`src/rtl/tmr_defines.svh`:
```
`ifndef TMR_DEFINES_SVH
`define TMR_DEFINES_SVH

// Read pointers
`define TMR_RD_REMOTE_HIGH      8'h01
`define TMR_RD_STATUS           8'h02
`define TMR_RD_CONFIG           8'h03
`define TMR_RD_RATE             8'h04
`define TMR_RD_LOCAL_HIGH_LIMIT 8'h05
`define TMR_RD_REMOTE_LOW       8'h10
// Write pointers
`define TMR_WR_CONFIG           8'h09
`define TMR_WR_RATE             8'h0A
`define TMR_WR_LOCAL_HIGH_LIMIT 8'h0B
`define TMR_WR_ONE_SHOT         8'h0F
// Configuration fields
`define TMR_CFG_MASK_BIT        7
`define TMR_CFG_SHUTDOWN_BIT    6
`define TMR_CFG_PIN_SEL_BIT     5
`define TMR_CFG_RANGE_BIT       2
`define TMR_CFG_WR_MASK         8'hE4
`define TMR_CFG_RESET           8'h00
// Status fields
`define TMR_ST_OPEN_BIT         2
// Rate and limit
`define TMR_RATE_RESET          4'h8
`define TMR_RATE_MAX            4'h9
`define TMR_LHL_RESET           8'h55
`define TMR_REMOTE_RESET        8'h00
// Timing: idle tick equals fastest rate period
`define TMR_TICK_US             31250
`define TMR_CLK_MHZ             125
// Bus address, value arbitrary
`define TMR_SMB_ADDR            7'h4C

`endif

```
`src/rtl/tmr_pkg.sv`:
```
package tmr_pkg;
  typedef logic [7:0] tmr_byte_t;
  typedef enum logic {CV_IDLE, CV_RUN} tmr_conv_e;
  typedef enum logic [3:0] {
    SMB_IDLE, SMB_ADDR, SMB_ACK_ADDR, SMB_PTR, SMB_ACK_PTR,
    SMB_WDATA, SMB_ACK_W, SMB_RDATA, SMB_RACK
  } tmr_smb_e;
endpackage : tmr_pkg

```
`src/rtl/tmr_smb_slave.sv`:
```
`timescale 1ns/1ns
`include "tmr_defines.svh"
module tmr_smb_slave (
  input  wire logic             i_clk,
  input  wire logic             i_reset,
  input  wire logic             i_scl,
  input  wire logic             i_sda,
  output logic                  o_sda_oe,
  output tmr_pkg::tmr_byte_t    o_ptr,
  output logic                  o_wr,
  output tmr_pkg::tmr_byte_t    o_wdata,
  output logic                  o_rd,
  input  wire tmr_pkg::tmr_byte_t i_rdata
);
  import tmr_pkg::*;

  logic [2:0] scl_q;
  logic [2:0] sda_q;
  tmr_smb_e   state_r;
  logic [3:0] cnt_r;
  tmr_byte_t  shreg_r;
  logic       rw_r;

  // Bit 0 is the metastable stage, only bit 1 reads it
  always_ff @(posedge i_clk) begin
    if (i_reset) begin
      scl_q <= 3'h7;
      sda_q <= 3'h7;
    end else begin
      scl_q <= {scl_q[1:0], i_scl};
      sda_q <= {sda_q[1:0], i_sda};
    end
  end

  wire scl_rise  = scl_q[1] & ~scl_q[2];
  wire scl_fall  = ~scl_q[1] & scl_q[2];
  wire scl_high  = scl_q[1] & scl_q[2];
  wire bus_start = scl_high & sda_q[2] & ~sda_q[1];
  wire bus_stop  = scl_high & ~sda_q[2] & sda_q[1];
  wire byte_done = (cnt_r == 4'h8);
  wire in_byte   = (state_r == SMB_ADDR) | (state_r == SMB_PTR) |
                   (state_r == SMB_WDATA) | (state_r == SMB_RDATA);

  always_ff @(posedge i_clk) begin
    o_wr <= 1'b0;
    o_rd <= 1'b0;
    if (i_reset) begin
      state_r  <= SMB_IDLE;
      cnt_r    <= 4'h0;
      shreg_r  <= 8'h00;
      rw_r     <= 1'b0;
      o_sda_oe <= 1'b0;
      o_ptr    <= 8'h00;
      o_wdata  <= 8'h00;
    end else if (bus_start) begin
      state_r  <= SMB_ADDR;
      cnt_r    <= 4'h0;
      o_sda_oe <= 1'b0;
    end else if (bus_stop) begin
      state_r  <= SMB_IDLE;
      o_sda_oe <= 1'b0;
    end else if (scl_rise) begin
      // Master NACK ends the read
      if (state_r == SMB_RACK) begin
        if (sda_q[2]) state_r <= SMB_IDLE;
      end else if (in_byte) begin
        shreg_r <= {shreg_r[6:0], sda_q[2]};
        cnt_r   <= cnt_r + 4'h1;
      end
    end else if (scl_fall) begin
      unique case (state_r)
        SMB_IDLE: ;
        SMB_ADDR: if (byte_done) begin
          if (shreg_r[7:1] == `TMR_SMB_ADDR) begin
            rw_r     <= shreg_r[0];
            o_sda_oe <= 1'b1;
            state_r  <= SMB_ACK_ADDR;
          end else state_r <= SMB_IDLE;
        end
        SMB_ACK_ADDR: begin
          cnt_r <= 4'h0;
          if (rw_r) begin
            o_rd     <= 1'b1;
            shreg_r  <= i_rdata;
            o_sda_oe <= ~i_rdata[7];
            state_r  <= SMB_RDATA;
          end else begin
            o_sda_oe <= 1'b0;
            state_r  <= SMB_PTR;
          end
        end
        SMB_PTR: if (byte_done) begin
          o_ptr    <= shreg_r;
          o_sda_oe <= 1'b1;
          state_r  <= SMB_ACK_PTR;
        end
        SMB_WDATA: if (byte_done) begin
          o_wdata  <= shreg_r;
          o_wr     <= 1'b1;
          o_sda_oe <= 1'b1;
          state_r  <= SMB_ACK_W;
        end
        SMB_ACK_PTR, SMB_ACK_W: begin
          cnt_r    <= 4'h0;
          o_sda_oe <= 1'b0;
          state_r  <= SMB_WDATA;
        end
        SMB_RDATA: if (byte_done) begin
          o_sda_oe <= 1'b0;
          state_r  <= SMB_RACK;
        end else o_sda_oe <= ~shreg_r[7];
        SMB_RACK: begin
          cnt_r    <= 4'h0;
          o_rd     <= 1'b1;
          shreg_r  <= i_rdata;
          o_sda_oe <= ~i_rdata[7];
          state_r  <= SMB_RDATA;
        end
      endcase
    end
  end
endmodule : tmr_smb_slave

```
`src/rtl/tmr_register_bank.sv`:
```
`timescale 1ns/1ns
`include "tmr_defines.svh"
// Summary of operation
// - Remote high byte, 1 C, converter refreshed
// - High read first locks low byte
// - Low read first locks high byte
// - Reading any other register releases locks
// - Status bit 7 shows converter busy
// - Bits 6/5 local over/under limit
// - Bits 4/3 remote over/under limit
// - Bit 2 flags open remote junction
// - Bits 1/0 remote/local trip flags
// - Status read clears only absent conditions
// - Alert mode latches all flags
// - Second thermal mode latches only open
// - Config bit 7 masks alert output
// - Config bit 6 selects shutdown
// - Config bit 5 selects pin function
// - Config bit 2 selects extended range
// - Rate code low nibble, reset 1000b
// - Local high limit, 1 C weight
// - Rate code sets idle time only
// - Range bit only drives o_range_extended; converter sets result format
module tmr_register_bank #(
  parameter int TICK_CYCLES = `TMR_TICK_US * `TMR_CLK_MHZ
) (
  input  wire logic             i_clk,
  input  wire logic             i_reset,
  input  wire logic             i_scl,
  input  wire logic             i_sda,
  output logic                  o_sda_oe,
  input  wire logic             i_conv_busy,
  input  wire logic             i_conv_done,
  input  wire tmr_pkg::tmr_byte_t i_remote_high,
  input  wire logic [3:0]       i_remote_low,
  input  wire tmr_pkg::tmr_byte_t i_local_temp,
  input  wire tmr_pkg::tmr_byte_t i_local_low_limit,
  input  wire tmr_pkg::tmr_byte_t i_remote_high_limit,
  input  wire tmr_pkg::tmr_byte_t i_remote_low_limit,
  input  wire logic             i_open_junction,
  input  wire logic             i_remote_trip,
  input  wire logic             i_local_trip,
  output logic                  o_conv_start,
  output logic                  o_shutdown_select,
  output logic                  o_range_extended,
  output logic                  o_multi_pin_n
);
  import tmr_pkg::*;

  tmr_byte_t  ptr;
  tmr_byte_t  wdata;
  tmr_byte_t  rdata;
  logic       wr;
  logic       rd;

  tmr_byte_t  remote_high_r;
  logic [3:0] remote_low_r;
  logic       lock_low_r;
  logic       lock_high_r;
  tmr_byte_t  cfg_r;
  logic [3:0] rate_r;
  tmr_byte_t  lhl_r;
  logic [6:0] cond_r;
  logic [6:0] flag_r;
  tmr_conv_e  conv_state_r;
  logic [21:0] tick_cnt_r;
  logic [9:0] idle_cnt_r;

  tmr_smb_slave u_smb (
    .i_clk   (i_clk),
    .i_reset (i_reset),
    .i_scl   (i_scl),
    .i_sda   (i_sda),
    .o_sda_oe(o_sda_oe),
    .o_ptr   (ptr),
    .o_wr    (wr),
    .o_wdata (wdata),
    .o_rd    (rd),
    .i_rdata (rdata)
  );

  // Address decode; RO pointers have no write strobe
  wire rd_high  = rd & (ptr == `TMR_RD_REMOTE_HIGH);
  wire rd_low   = rd & (ptr == `TMR_RD_REMOTE_LOW);
  wire st_rd    = rd & (ptr == `TMR_RD_STATUS);
  wire rd_other = rd & ~rd_high & ~rd_low;
  wire wr_cfg   = wr & (ptr == `TMR_WR_CONFIG);
  wire wr_rate  = wr & (ptr == `TMR_WR_RATE);
  wire wr_lhl   = wr & (ptr == `TMR_WR_LOCAL_HIGH_LIMIT);
  wire wr_shot  = wr & (ptr == `TMR_WR_ONE_SHOT);

  wire shutdown = cfg_r[`TMR_CFG_SHUTDOWN_BIT];
  wire pin_sel  = cfg_r[`TMR_CFG_PIN_SEL_BIT];
  wire mask     = cfg_r[`TMR_CFG_MASK_BIT];

  wire [7:0] status_byte = {i_conv_busy, flag_r};

  // Reserved bits read zero
  assign rdata =
    (ptr == `TMR_RD_REMOTE_HIGH)      ? remote_high_r :
    (ptr == `TMR_RD_STATUS)           ? status_byte :
    (ptr == `TMR_RD_CONFIG)           ? cfg_r :
    (ptr == `TMR_RD_RATE)             ? {4'h0, rate_r} :
    (ptr == `TMR_RD_LOCAL_HIGH_LIMIT) ? lhl_r :
    (ptr == `TMR_RD_REMOTE_LOW)       ? {remote_low_r, 4'h0} : 8'h00;

  wire lock_low_nxt  = rd_other ? 1'b0 :
                       rd_high  ? ~lock_high_r :
                       rd_low   ? 1'b0 : lock_low_r;
  wire lock_high_nxt = rd_other ? 1'b0 :
                       rd_low   ? ~lock_low_r :
                       rd_high  ? 1'b0 : lock_high_r;
  // Blocking on next lock keeps a same-cycle read coherent
  wire upd_high = i_conv_done & ~lock_high_nxt;
  wire upd_low  = i_conv_done & ~lock_low_nxt;

  always_ff @(posedge i_clk) begin
    if (i_reset) begin
      lock_low_r  <= 1'b0;
      lock_high_r <= 1'b0;
    end else begin
      lock_low_r  <= lock_low_nxt;
      lock_high_r <= lock_high_nxt;
    end
  end

  // result capture; format arrives from converter
  always_ff @(posedge i_clk) begin
    if (i_reset) begin
      remote_high_r <= `TMR_REMOTE_RESET;
      remote_low_r  <= 4'h0;
    end else begin
      if (upd_high) remote_high_r <= i_remote_high;
      if (upd_low) remote_low_r <= i_remote_low;
    end
  end

  wire [6:0] cond_new = {
    i_local_temp > lhl_r,                 // local limits
    i_local_temp < i_local_low_limit,
    i_remote_high > i_remote_high_limit,  // remote limits
    i_remote_high < i_remote_low_limit,
    i_open_junction,                      // open junction
    i_remote_trip,                        // trip flags
    i_local_trip
  };
  wire [6:0] cond_nxt = i_conv_done ? cond_new : cond_r;
  wire [6:0] flag_nxt;

  genvar gi;
  generate
    for (gi = 0; gi < 7; gi++) begin : g_flag
      wire latched = (gi == `TMR_ST_OPEN_BIT) | ~pin_sel;
      wire clr     = st_rd & ~cond_r[gi];
      assign flag_nxt[gi] = latched ?
        ((i_conv_done & cond_new[gi]) | (flag_r[gi] & ~clr)) : cond_nxt[gi];
    end
  endgenerate

  always_ff @(posedge i_clk) begin
    if (i_reset) begin
      cond_r <= 7'h00;
      flag_r <= 7'h00;
    end else begin
      cond_r <= cond_nxt;
      flag_r <= flag_nxt;
    end
  end

  wire pin_nxt = pin_sel ? ~(cond_r[1] | cond_r[0]) : ~((|flag_r) & ~mask);

  always_ff @(posedge i_clk) begin
    if (i_reset) o_multi_pin_n <= 1'b1;
    else o_multi_pin_n <= pin_nxt;
  end

  always_ff @(posedge i_clk) begin
    if (i_reset) begin
      cfg_r  <= `TMR_CFG_RESET;
      rate_r <= `TMR_RATE_RESET;
      lhl_r  <= `TMR_LHL_RESET;
    end else begin
      if (wr_cfg) cfg_r <= wdata & `TMR_CFG_WR_MASK;
      if (wr_rate) rate_r <= wdata[3:0];
      if (wr_lhl) lhl_r <= wdata;
    end
  end

  assign o_shutdown_select = shutdown;
  assign o_range_extended  = cfg_r[`TMR_CFG_RANGE_BIT];

  // Idle tick enable, one fastest-rate period
  wire tick = (tick_cnt_r == 22'(TICK_CYCLES - 1));

  always_ff @(posedge i_clk) begin
    if (i_reset || tick) tick_cnt_r <= 22'h000000;
    else tick_cnt_r <= tick_cnt_r + 22'h000001;
  end

  // idle length only; codes above max clamp
  wire [3:0] rate_clamp = (rate_r > `TMR_RATE_MAX) ? `TMR_RATE_MAX : rate_r;
  wire [3:0] rate_shift = `TMR_RATE_MAX - rate_clamp;
  wire [9:0] idle_load  = 10'h001 << rate_shift;
  wire       idle_over  = (idle_cnt_r == 10'h000);
  wire start_nxt = (conv_state_r == CV_IDLE) &
                   (shutdown ? wr_shot : idle_over);

  // Idle count starts at done; up to one tick of jitter
  always_ff @(posedge i_clk) begin
    if (i_reset) begin
      conv_state_r <= CV_IDLE;
      idle_cnt_r   <= 10'h000;
      o_conv_start <= 1'b0;
    end else begin
      o_conv_start <= start_nxt;
      if (start_nxt) conv_state_r <= CV_RUN;
      else if (i_conv_done && conv_state_r == CV_RUN) begin
        conv_state_r <= CV_IDLE;
        idle_cnt_r   <= idle_load;
      end else if (tick && !idle_over) idle_cnt_r <= idle_cnt_r - 10'h001;
    end
  end
endmodule : tmr_register_bank

```
`config.mk`:
```
export PLATFORM = sky130hd
export DESIGN_NAME = tmr_register_bank
export DESIGN_NICKNAME = d
export VERILOG_FILES = /design/src/rtl/tmr_pkg.sv /design/src/rtl/tmr_smb_slave.sv /design/src/rtl/tmr_register_bank.sv
export VERILOG_INCLUDE_DIRS = /design/src /design/src/rtl
export SDC_FILE = /design/constraint.sdc
export NUM_CORES = 1
export LEC_CHECK = 0
export BUFFER_PORTS_ARGS = -buffer_cell sky130_fd_sc_hd__buf_4
export CORE_MARGIN = 2
export CORE_UTILIZATION = 35
export DETAILED_ROUTE_END_ITERATION = 10
export PLACE_DENSITY = 0.48
export SLEW_MARGIN = 20
export SYNTH_ARGS = -nofsm -noshare
export SYNTH_HDL_FRONTEND = slang
export SYNTH_HIERARCHICAL = 1
export SYNTH_SLANG_ARGS = --single-unit
```
`constraint.sdc`:
```
create_clock -name i_clk -period 2.6 [get_ports i_clk]
set_input_delay 0.39 -clock i_clk [delete_from_list [all_inputs] [get_ports i_clk]]
set_output_delay 0.39 -clock i_clk [all_outputs]
set_load 0.02 [all_outputs]
```
==> metrics.cfg, run 1 <==
[clock_network]
cts_htree_levels = 4
numCtsBuffers = 17
cts_tree = yes
clkSinkCount = 121
cts_root_buf = clkbuf_16
cts.repair.resized = 0
clock_path_buffers = 2
worstSkewPairLatency_ns = 0.42
cts_setup_buffers = 0
hold_buffers = 0
clk_pin_slew_ns = 0.06

[power_and_ir_drop]
internal_power_mw = 3.79
p_leak_nw = 3.13
pwr-share-seq_pct = 39.2
peakVddDrop_v = 0.000400
p_clk_share_pct = 46.8
net-switching-power_mw = 1.34
switching_share_pct = 26.2
power.total_mw = 5.14
powerDensity_mw_per_mm2 = 644
p_comb_share_pct = 14.0

[finish]
instances_no_fill = 1101
multiInputGateArea_mm2 = 0.00391
fill_cells = 1880
area_growth_pct = 19.1
antennaDiodeCount = 0
layout-drive-gt1-share_pct = 15.0
design_area_mm2 = 0.00798
post-route-util_pct = 42.5
seq_area_mm2 = 0.00242
num-nets-final = 948

[yosys]
synth.most_common_cell = dfxtp_1
synth_area_per_cell_um2 = 8.37
syn_inst = 800
synth_compound_area_share_pct = 18.1
synthAdderAreaFrac_pct = 7.47
async_flop_share_pct = 0
yosys-top-cells-area = dfxtp_1 (36%), ha_1 (7.5%), mux2i_1 (6.6%), nor2_1 (5.4%), a21oi_1 (3.1%)
netlist_top_cells_count = dfxtp_1 (121), nor2_1 (96), inv_1 (53)
synthXorXnorAreaFrac_pct = 2.35
syn_nets = 893
synth_edf_count = 0
synth_ff_type = dfxtp_1
ys_ff_latch = 121
seq_area_frac_synth_pct = 36.2
synthesis.area_mm2 = 0.00670
synth_top_family_by_area = simple AND/OR/NAND/NOR gates
yosysTopAreaCellShare_pct = 36.2
synthMuxAreaShare_pct = 6.57
yosysWarningCount = 6
netlist.top_cell.by_area = dfxtp_1
ys_types = 73
synthSimpleGateAreaFrac_pct = 23.8

[global_routing]
grt-ovfl-total = 0
grt_max_degree = 43
antenna_found_initial = 0
grt_pass1_vias = 5541
grt_pass1_wl_um = 28300
grt_usage_pct = 17.6

[critical_path]
critical_path_class = flop to flop
end_kind = flop
r2r_slack_ns = 0.21
cp-start-kind = flop
arrival_ns = 2.73
required_ns = 2.94
cpPeakStageDelay_ns = 0.53
crit_fanout = 12
cp_slowest_cell = or4b_1
worstPathCellList = or4b_1 > nor4_1 > nand2_1 > or3_4 > a21o_2 > o22ai_1

[placement]
placed_area_mm2 = 0.00738
place.gp.congestion = 0.820
hpwl_um = 12700
io_buffers = 57
place_ws_ns = 0.212
placed_cells = 1070

[timing]
post-route-period-util_pct = 91.8
fmax_ghz = 0.419
rsz0062_at_grt = false
tightest_slew_ns = 0.623
finalSetupTns_ns = 0
slew_viol_final = 0
worst_hold_slack_ns = 0.165
relSlewSlack_pct = 58.4
fin_crit_ns = 2.39
skew_ns = 0.0105
setup_ws_ns = 0.214
finalSetupViolations = 0
hold_viol = 0

[min_path]
hp-class = input port to flop

[die]
coreArea_mm2 = 0.0188
num_io_pins = 58
die_w_um = 142
dieArea_mm2 = 0.0203
initial_core_util_pct = 35.7
num_rows = 50
die_h_um = 142

[detailed_routing]
drt_iter0_drc = 388
wl_per_cell_um = 15.9
detailroute.via_count = 5872
ant_nets = 0
routed_wl_um = 17500
drt_first_pass_iters = 6
drc = 0
vias_per_cell = 5.33

[outcome]
outcome = finished, final reports clean

[run]
cap_viol_max_count = 0

## placed cells by master, fill, tap and decap left out, types with 13 or more instances in the layout
master and count:
a21oi_1 42, buf_4 75, clkbuf_16 17, dfxtp_1 121, ha_1 40, inv_1 53
mux2i_1 44, nand2_1 50, nand2b_1 25, nand3_1 19, nor2_1 96, nor2b_1 15
nor3_1 22, o21ai_0 34, or2_2 13
## worst max-delay path, delay by kind of cell (launching register included)
kind	cells	cell delay, ns
AOI/OAI and AO/OA	2	0.46
and+or+nand+nor	4	1.49
DFF	1	0.35
## layout make-up
type / count / area share [%]
multi-input combinational: 587 / 49.0
sequential: 121 / 30.4
timing repair buffer: 75 / 7.06
clock buffer: 20 / 5.60
tap: 234 / 3.67
inverter: 53 / 2.49
clock inverter: 11 / 1.85
## cell families after synthesis
family | count (synthesis)
multiplexers | 44
buffers and inverters | 92
AND/OR/NAND/NOR | 308
adder cells (fa/ha/maj) | 40
flip-flops | 121
XOR/XNOR | 18
AO/OA/AOI/OAI | 177
## worst paths after layout
check	cells past startpoint	from	endpoint
worst max-delay path	6	tick_cnt_r[2]	idle_cnt_r[7]
worst min-delay path	2	i_sda	u_smb/sda_q[0]
worst max register to register	6	tick_cnt_r[2]	idle_cnt_r[7]
worst min register to register	1	u_smb/scl_q[0]	u_smb/scl_q[1]
## power groups by stage
stage / clock, mW / combinational, mW / sequential [mW]
6_report: 2.40 / 0.719 / 2.01
3_3_place_gp: 0 / 0.704 / 2.05
5_1_grt: 2.55 / 0.808 / 2.02
4_1_cts: 2.46 / 0.722 / 2.01
2_1_floorplan: 0 / 0.488 / 2.04
3_5_place_dp: 0 / 0.719 / 2.05
## state kept, by name (all words and copies together), names as in the netlist, 3 cells and up
name	flops
cfg_r	4
cond_r	7
flag_r	7
idle_cnt_r	10
lhl_r	8
rate_r	4
remote_high_r	8
remote_low_r	4
tick_cnt_r	22
u_smb/cnt_r	4
u_smb/o_ptr	8
u_smb/o_wdata	8
u_smb/scl_q	3
u_smb/sda_q	3
u_smb/shreg_r	8
u_smb/state_r	4
## layer usage
layer  global-route usage [%]  vias to the layer above  wire length (µm)
met3                     3.63                       12               580
met4                     5.16                        0               166
li1                         -                     2960                 -
met5                        0                        -                 0
met2                     27.9                      104              8100
met1                     24.2                     2796              8660
Note: power is estimated with default switching activity, not from simulation.
==> run 2, diff against run 1 <==
REMOVE_ABC_BUFFERS = 1   (was default)
==> run 2 against run 1 <==
Compared with the run above:
- register-to-register slack gained 0.02 ns
- combinational power grew 1%
- fmax grew 0.86%
- utilization shrank 0.10 points
- die area is the same
==> metrics.cfg, run 2 (synthesized netlist as in run 1, its figures left out) <==
[timing]
post-route-period-util_pct = 91.0
rsz0062_at_grt = false
slew_viol_final = 0
finalSetupTns_ns = 0
hold_viol = 0
setup_ws_ns = 0.234
tightest_slew_ns = 0.645
fmax_ghz = 0.423
relSlewSlack_pct = 56.7
finalSetupViolations = 0
worst_hold_slack_ns = 0.161
fin_crit_ns = 2.37
skew_ns = 0.00786

[die]
num_rows = 50
dieArea_mm2 = 0.0203
num_io_pins = 58
die_w_um = 142
initial_core_util_pct = 35.7
die_h_um = 142
coreArea_mm2 = 0.0188

[clock_network]
cts.repair.resized = 0
cts_tree = yes
clk_pin_slew_ns = 0.06
cts_htree_levels = 4
numCtsBuffers = 17
hold_buffers = 0
cts_root_buf = clkbuf_16
cts_setup_buffers = 0
clkSinkCount = 121
clock_path_buffers = 2
worstSkewPairLatency_ns = 0.42

[global_routing]
antenna_found_initial = 0
grt_max_degree = 42
grt_pass1_wl_um = 28000
grt_pass1_vias = 5518
grt-ovfl-total = 0
grt_usage_pct = 17.5

[critical_path]
arrival_ns = 2.70
crit_fanout = 12
critical_path_class = flop to flop
worstPathCellList = or4b_1 > nor4_1 > nand2_1 > or3_4 > a21o_2 > o22ai_1
path_buf_inv = 0
r2r_slack_ns = 0.23
cpPeakStageDelay_ns = 0.52
cp_slowest_cell = or4b_1
end_kind = flop
crit_family = simple AND/OR/NAND/NOR gates
required_ns = 2.94
cp-start-kind = flop

[power_and_ir_drop]
p_clk_share_pct = 46.3
p_comb_share_pct = 14.3
peakVddDrop_v = 0.000492
power.total_mw = 5.11
switching_share_pct = 27.6
powerDensity_mw_per_mm2 = 643
p_leak_nw = 3.11
pwr-share-seq_pct = 39.4
net-switching-power_mw = 1.41
internal_power_mw = 3.70

[detailed_routing]
detailroute.via_count = 5849
drt_iter0_drc = 365
ant_nets = 0
wl_per_cell_um = 15.6
vias_per_cell = 5.32
routed_wl_um = 17200
drc = 0
drt_first_pass_iters = 5

[finish]
fill_cells = 1886
seq_area_mm2 = 0.00242
final_cell_mix = dfxtp_1 (121), nor2_1 (96), buf_4 (73), inv_1 (53), nand2_1 (50)
multiInputGateArea_mm2 = 0.00391
top_register = tick_cnt_r
largest_reg_flops = 22
antennaDiodeCount = 0
area_growth_pct = 18.8
layout-drive-gt1-share_pct = 15.0
final_common_cell = dfxtp_1
num-nets-final = 946
instances_no_fill = 1100
largestRegisters = tick_cnt_r: 22 flops, idle_cnt_r: 10 flops

[min_path]
hp-class = input port to flop

[placement]
io_buffers = 57
placed_cells = 1068
hpwl_um = 12700
place_ws_ns = 0.236
place.gp.congestion = 0.813

[outcome]
outcome = finished, final reports clean

[run]
cap_viol_max_count = 0

==> run 2: cell count changes in the layout (fill, tap and decap cells not counted), sizes merged <==
cell / previous run / this run
buf: 75 / 73
clkbuf: 20 / 18
clkinv: 6 / 4
clkinvlp: 1 / 2
bufinv: 3 / 2
inv: 54 / 59
==> run 2: through the flow <==
stage / util (%) / instance area (µm²)
final: 42.4 / 7960
after global routing: 42.4 / 7960
after CTS: 42.4 / 7960
after detailed placement: 39.3 / 7370
after global placement: 39.3 / 7370
after floorplan: - / 6530
==> run 2: final timing paths <==
check / from / end / cells past startpoint
max: tick_cnt_r[2] / idle_cnt_r[7] / 6
min: i_sda / u_smb/sda_q[0] / 2
max reg2reg: tick_cnt_r[2] / idle_cnt_r[7] / 6
min reg2reg: u_smb/scl_q[0] / u_smb/scl_q[1] / 1
==> run 2: power groups by stage <==
stage	Combinational (mW)	Clock, mW	Sequential, mW
floorplan	0.463	0	2.04
global placement	0.707	0	2.05
detailed placement	0.723	0	2.05
CTS	0.728	2.43	2.01
global route	0.823	2.51	2.03
finish	0.729	2.37	2.01
==> run 2: area by class of cell <==
type | instances | area share [%]
clock buffers | 18 | 5.39
well taps | 234 | 3.68
clock inverters | 14 | 2.03
multi-input cells | 587 | 49.1
flip-flops and latches | 121 | 30.4
inverters | 53 | 2.50
repair buffers | 73 | 6.89
==> run 2: per-layer routing <==
layer  routed length [µm]  up-vias  GRT usage [%]
met5                    0        -              0
met4                  198        0           5.78
met3                  793       13           3.33
met2                 7970      138           27.7
met1                 8190     2735           23.9
li1                     -     2963              -
==> run 3, diff against run 2 <==
CORE_MARGIN = 10   (was 2)
==> run 3 against run 2 <==
Compared with the run above:
- via count grew 0.24%
- highest routed layer unchanged
- largest power group unchanged
- utilization grew 0.32 points
- final area grew 0.75%
- critical path depth is the same
- routed wire length grew 3.3%
- fmax grew 0.35%
==> metrics.cfg, run 3 (synthesized netlist as in run 1, its figures left out) <==
[timing]
finalSetupViolations = 0
post-route-period-util_pct = 90.7
slew_viol_final = 0
fmax_ghz = 0.424
fin_crit_ns = 2.36
finalSetupTns_ns = 0
skew_ns = 0.00553
rsz0062_at_grt = false
worst_hold_slack_ns = 0.159
tightest_slew_ns = 0.664
hold_viol = 0
relSlewSlack_pct = 55.6

[min_path]
hp-start = i_sda
worst_hold_path.endpoint = u_smb/sda_q[0]
hp-class = input port to flop
hold_depth = 2

[clock_network]
cts_setup_buffers = 0
cts.repair.resized = 0
worstSkewPairLatency_ns = 0.42
clk_pin_slew_ns = 0.06
numCtsBuffers = 17
cts_root_buf = clkbuf_16
hold_buffers = 0
cts_htree_levels = 4
cts_tree = yes
clkSinkCount = 121
clock_path_buffers = 2

[critical_path]
end_kind = flop
r2r_slack_ns = 0.24
required_ns = 2.94
r2r-start = tick_cnt_r[2]
arrival_ns = 2.70
cp-start-kind = flop
critical_path_class = flop to flop
r2r_cells = 6
crit_fanout = 12
r2r_end = idle_cnt_r[2]

[finish]
final_cell_mix = dfxtp_1 (121), nor2_1 (96), buf_4 (73), inv_1 (53), nand2_1 (50)
antennaDiodeCount = 0
top_register = tick_cnt_r
largestRegisters = tick_cnt_r: 22 flops, idle_cnt_r: 10 flops
num-nets-final = 946
final_common_cell = dfxtp_1
layout-drive-gt1-share_pct = 14.9
area_growth_pct = 19.7
design_area_mm2 = 0.00802
largest_reg_flops = 22

[detailed_routing]
routed_wl_um = 17700
drc = 0
ant_nets = 0
vias_per_cell = 5.33
drt_iter0_drc = 337
wl_per_cell_um = 16.1
drt_first_pass_iters = 5
detailroute.via_count = 5863

[global_routing]
grt_pass1_wl_um = 29000
grt_max_degree = 44
grt_pass1_vias = 5711
grt_usage_pct = 14.4
grt-ovfl-total = 0
antenna_found_initial = 0

[placement]
io_buffers = 57
placed_area_mm2 = 0.00737
hpwl_um = 13100
place.gp.congestion = 0.806

[run]
cap_viol_max_count = 0

[power_and_ir_drop]
p_leak_nw = 3.14
peakVddDrop_v = 0.000423
powerDensity_mw_per_mm2 = 670

[die]
initial_core_util_pct = 35.7
coreArea_mm2 = 0.0188
die_h_um = 158
num_rows = 50
num_io_pins = 58
dieArea_mm2 = 0.0251
die_w_um = 158

[outcome]
outcome = finished, final reports clean

==> run 3: cell types whose count changed in the layout (fill, tap and decap cells not counted) <==
cell	previous run	this run
bufinv_16	2	5
inv_6	5	1
clkinv_4	3	2
clkinvlp_4	2	1
inv_8	1	0
clkbuf_8	0	2
clkinv_2	1	2
==> run 3: cell type report <==
| type | instances | area (µm²) |
|---|---|---|
| clock buffer | 20 | 457 |
| sequential | 121 | 2420 |
| inverter | 53 | 199 |
| tap | 234 | 293 |
| clock inverter | 11 | 194 |
| timing repair buffer | 73 | 548 |
| fill | 1916 | 10800 |
| multi-input combinational | 587 | 3910 |
==> run 3: worst max path at each step <==
stage	end	slack, ns	start
floorplan	u_smb/o_sda_oe	0.17	u_smb/o_ptr[7]
global placement	idle_cnt_r[7]	0.30	tick_cnt_r[2]
detailed placement	idle_cnt_r[2]	0.23	tick_cnt_r[4]
CTS	idle_cnt_r[2]	0.23	tick_cnt_r[2]
global route	idle_cnt_r[2]	0.06	tick_cnt_r[2]
finish	idle_cnt_r[2]	0.24	tick_cnt_r[2]
==> run 3: worst max-delay path: stages (launching register included) <==
cell	delay [ns]
dfxtp_1	0.35
or4b_1	0.52
nor4_1	0.28
nand2_1	0.16
or3_4	0.50
a21o_2	0.31
o21ai_0	0.17
==> run 3: per-layer routing <==
metal  wire (µm)  track usage, %  part of all wire [%]
met1        8780            19.4                    50
met3         598            3.29                   3.4
met4         183            3.88                   1.0
met2        8150            22.5                    46
met5           0               0                     0
==> run 3: stage by stage <==
stage / std cells / power (mW) / worst slack (ns) / util [%]
2_1_floorplan: 761 / 2.51 / 0.170 / -
3_3_place_gp: 1068 / 2.76 / 0.295 / 39.3
3_5_place_dp: 1068 / 2.77 / 0.232 / 39.3
4_1_cts: 1099 / 5.42 / 0.225 / 42.7
5_1_grt: 1099 / 5.61 / 0.0644 / 42.7
6_report: 1099 / 5.37 / 0.243 / 42.7
==> run 3: power by group <==
group	internal (mW)	total [mW]	switching, mW
registers	1.94	2.01	0.0705
logic	0.322	0.725	0.402
clock network	1.75	2.63	0.885
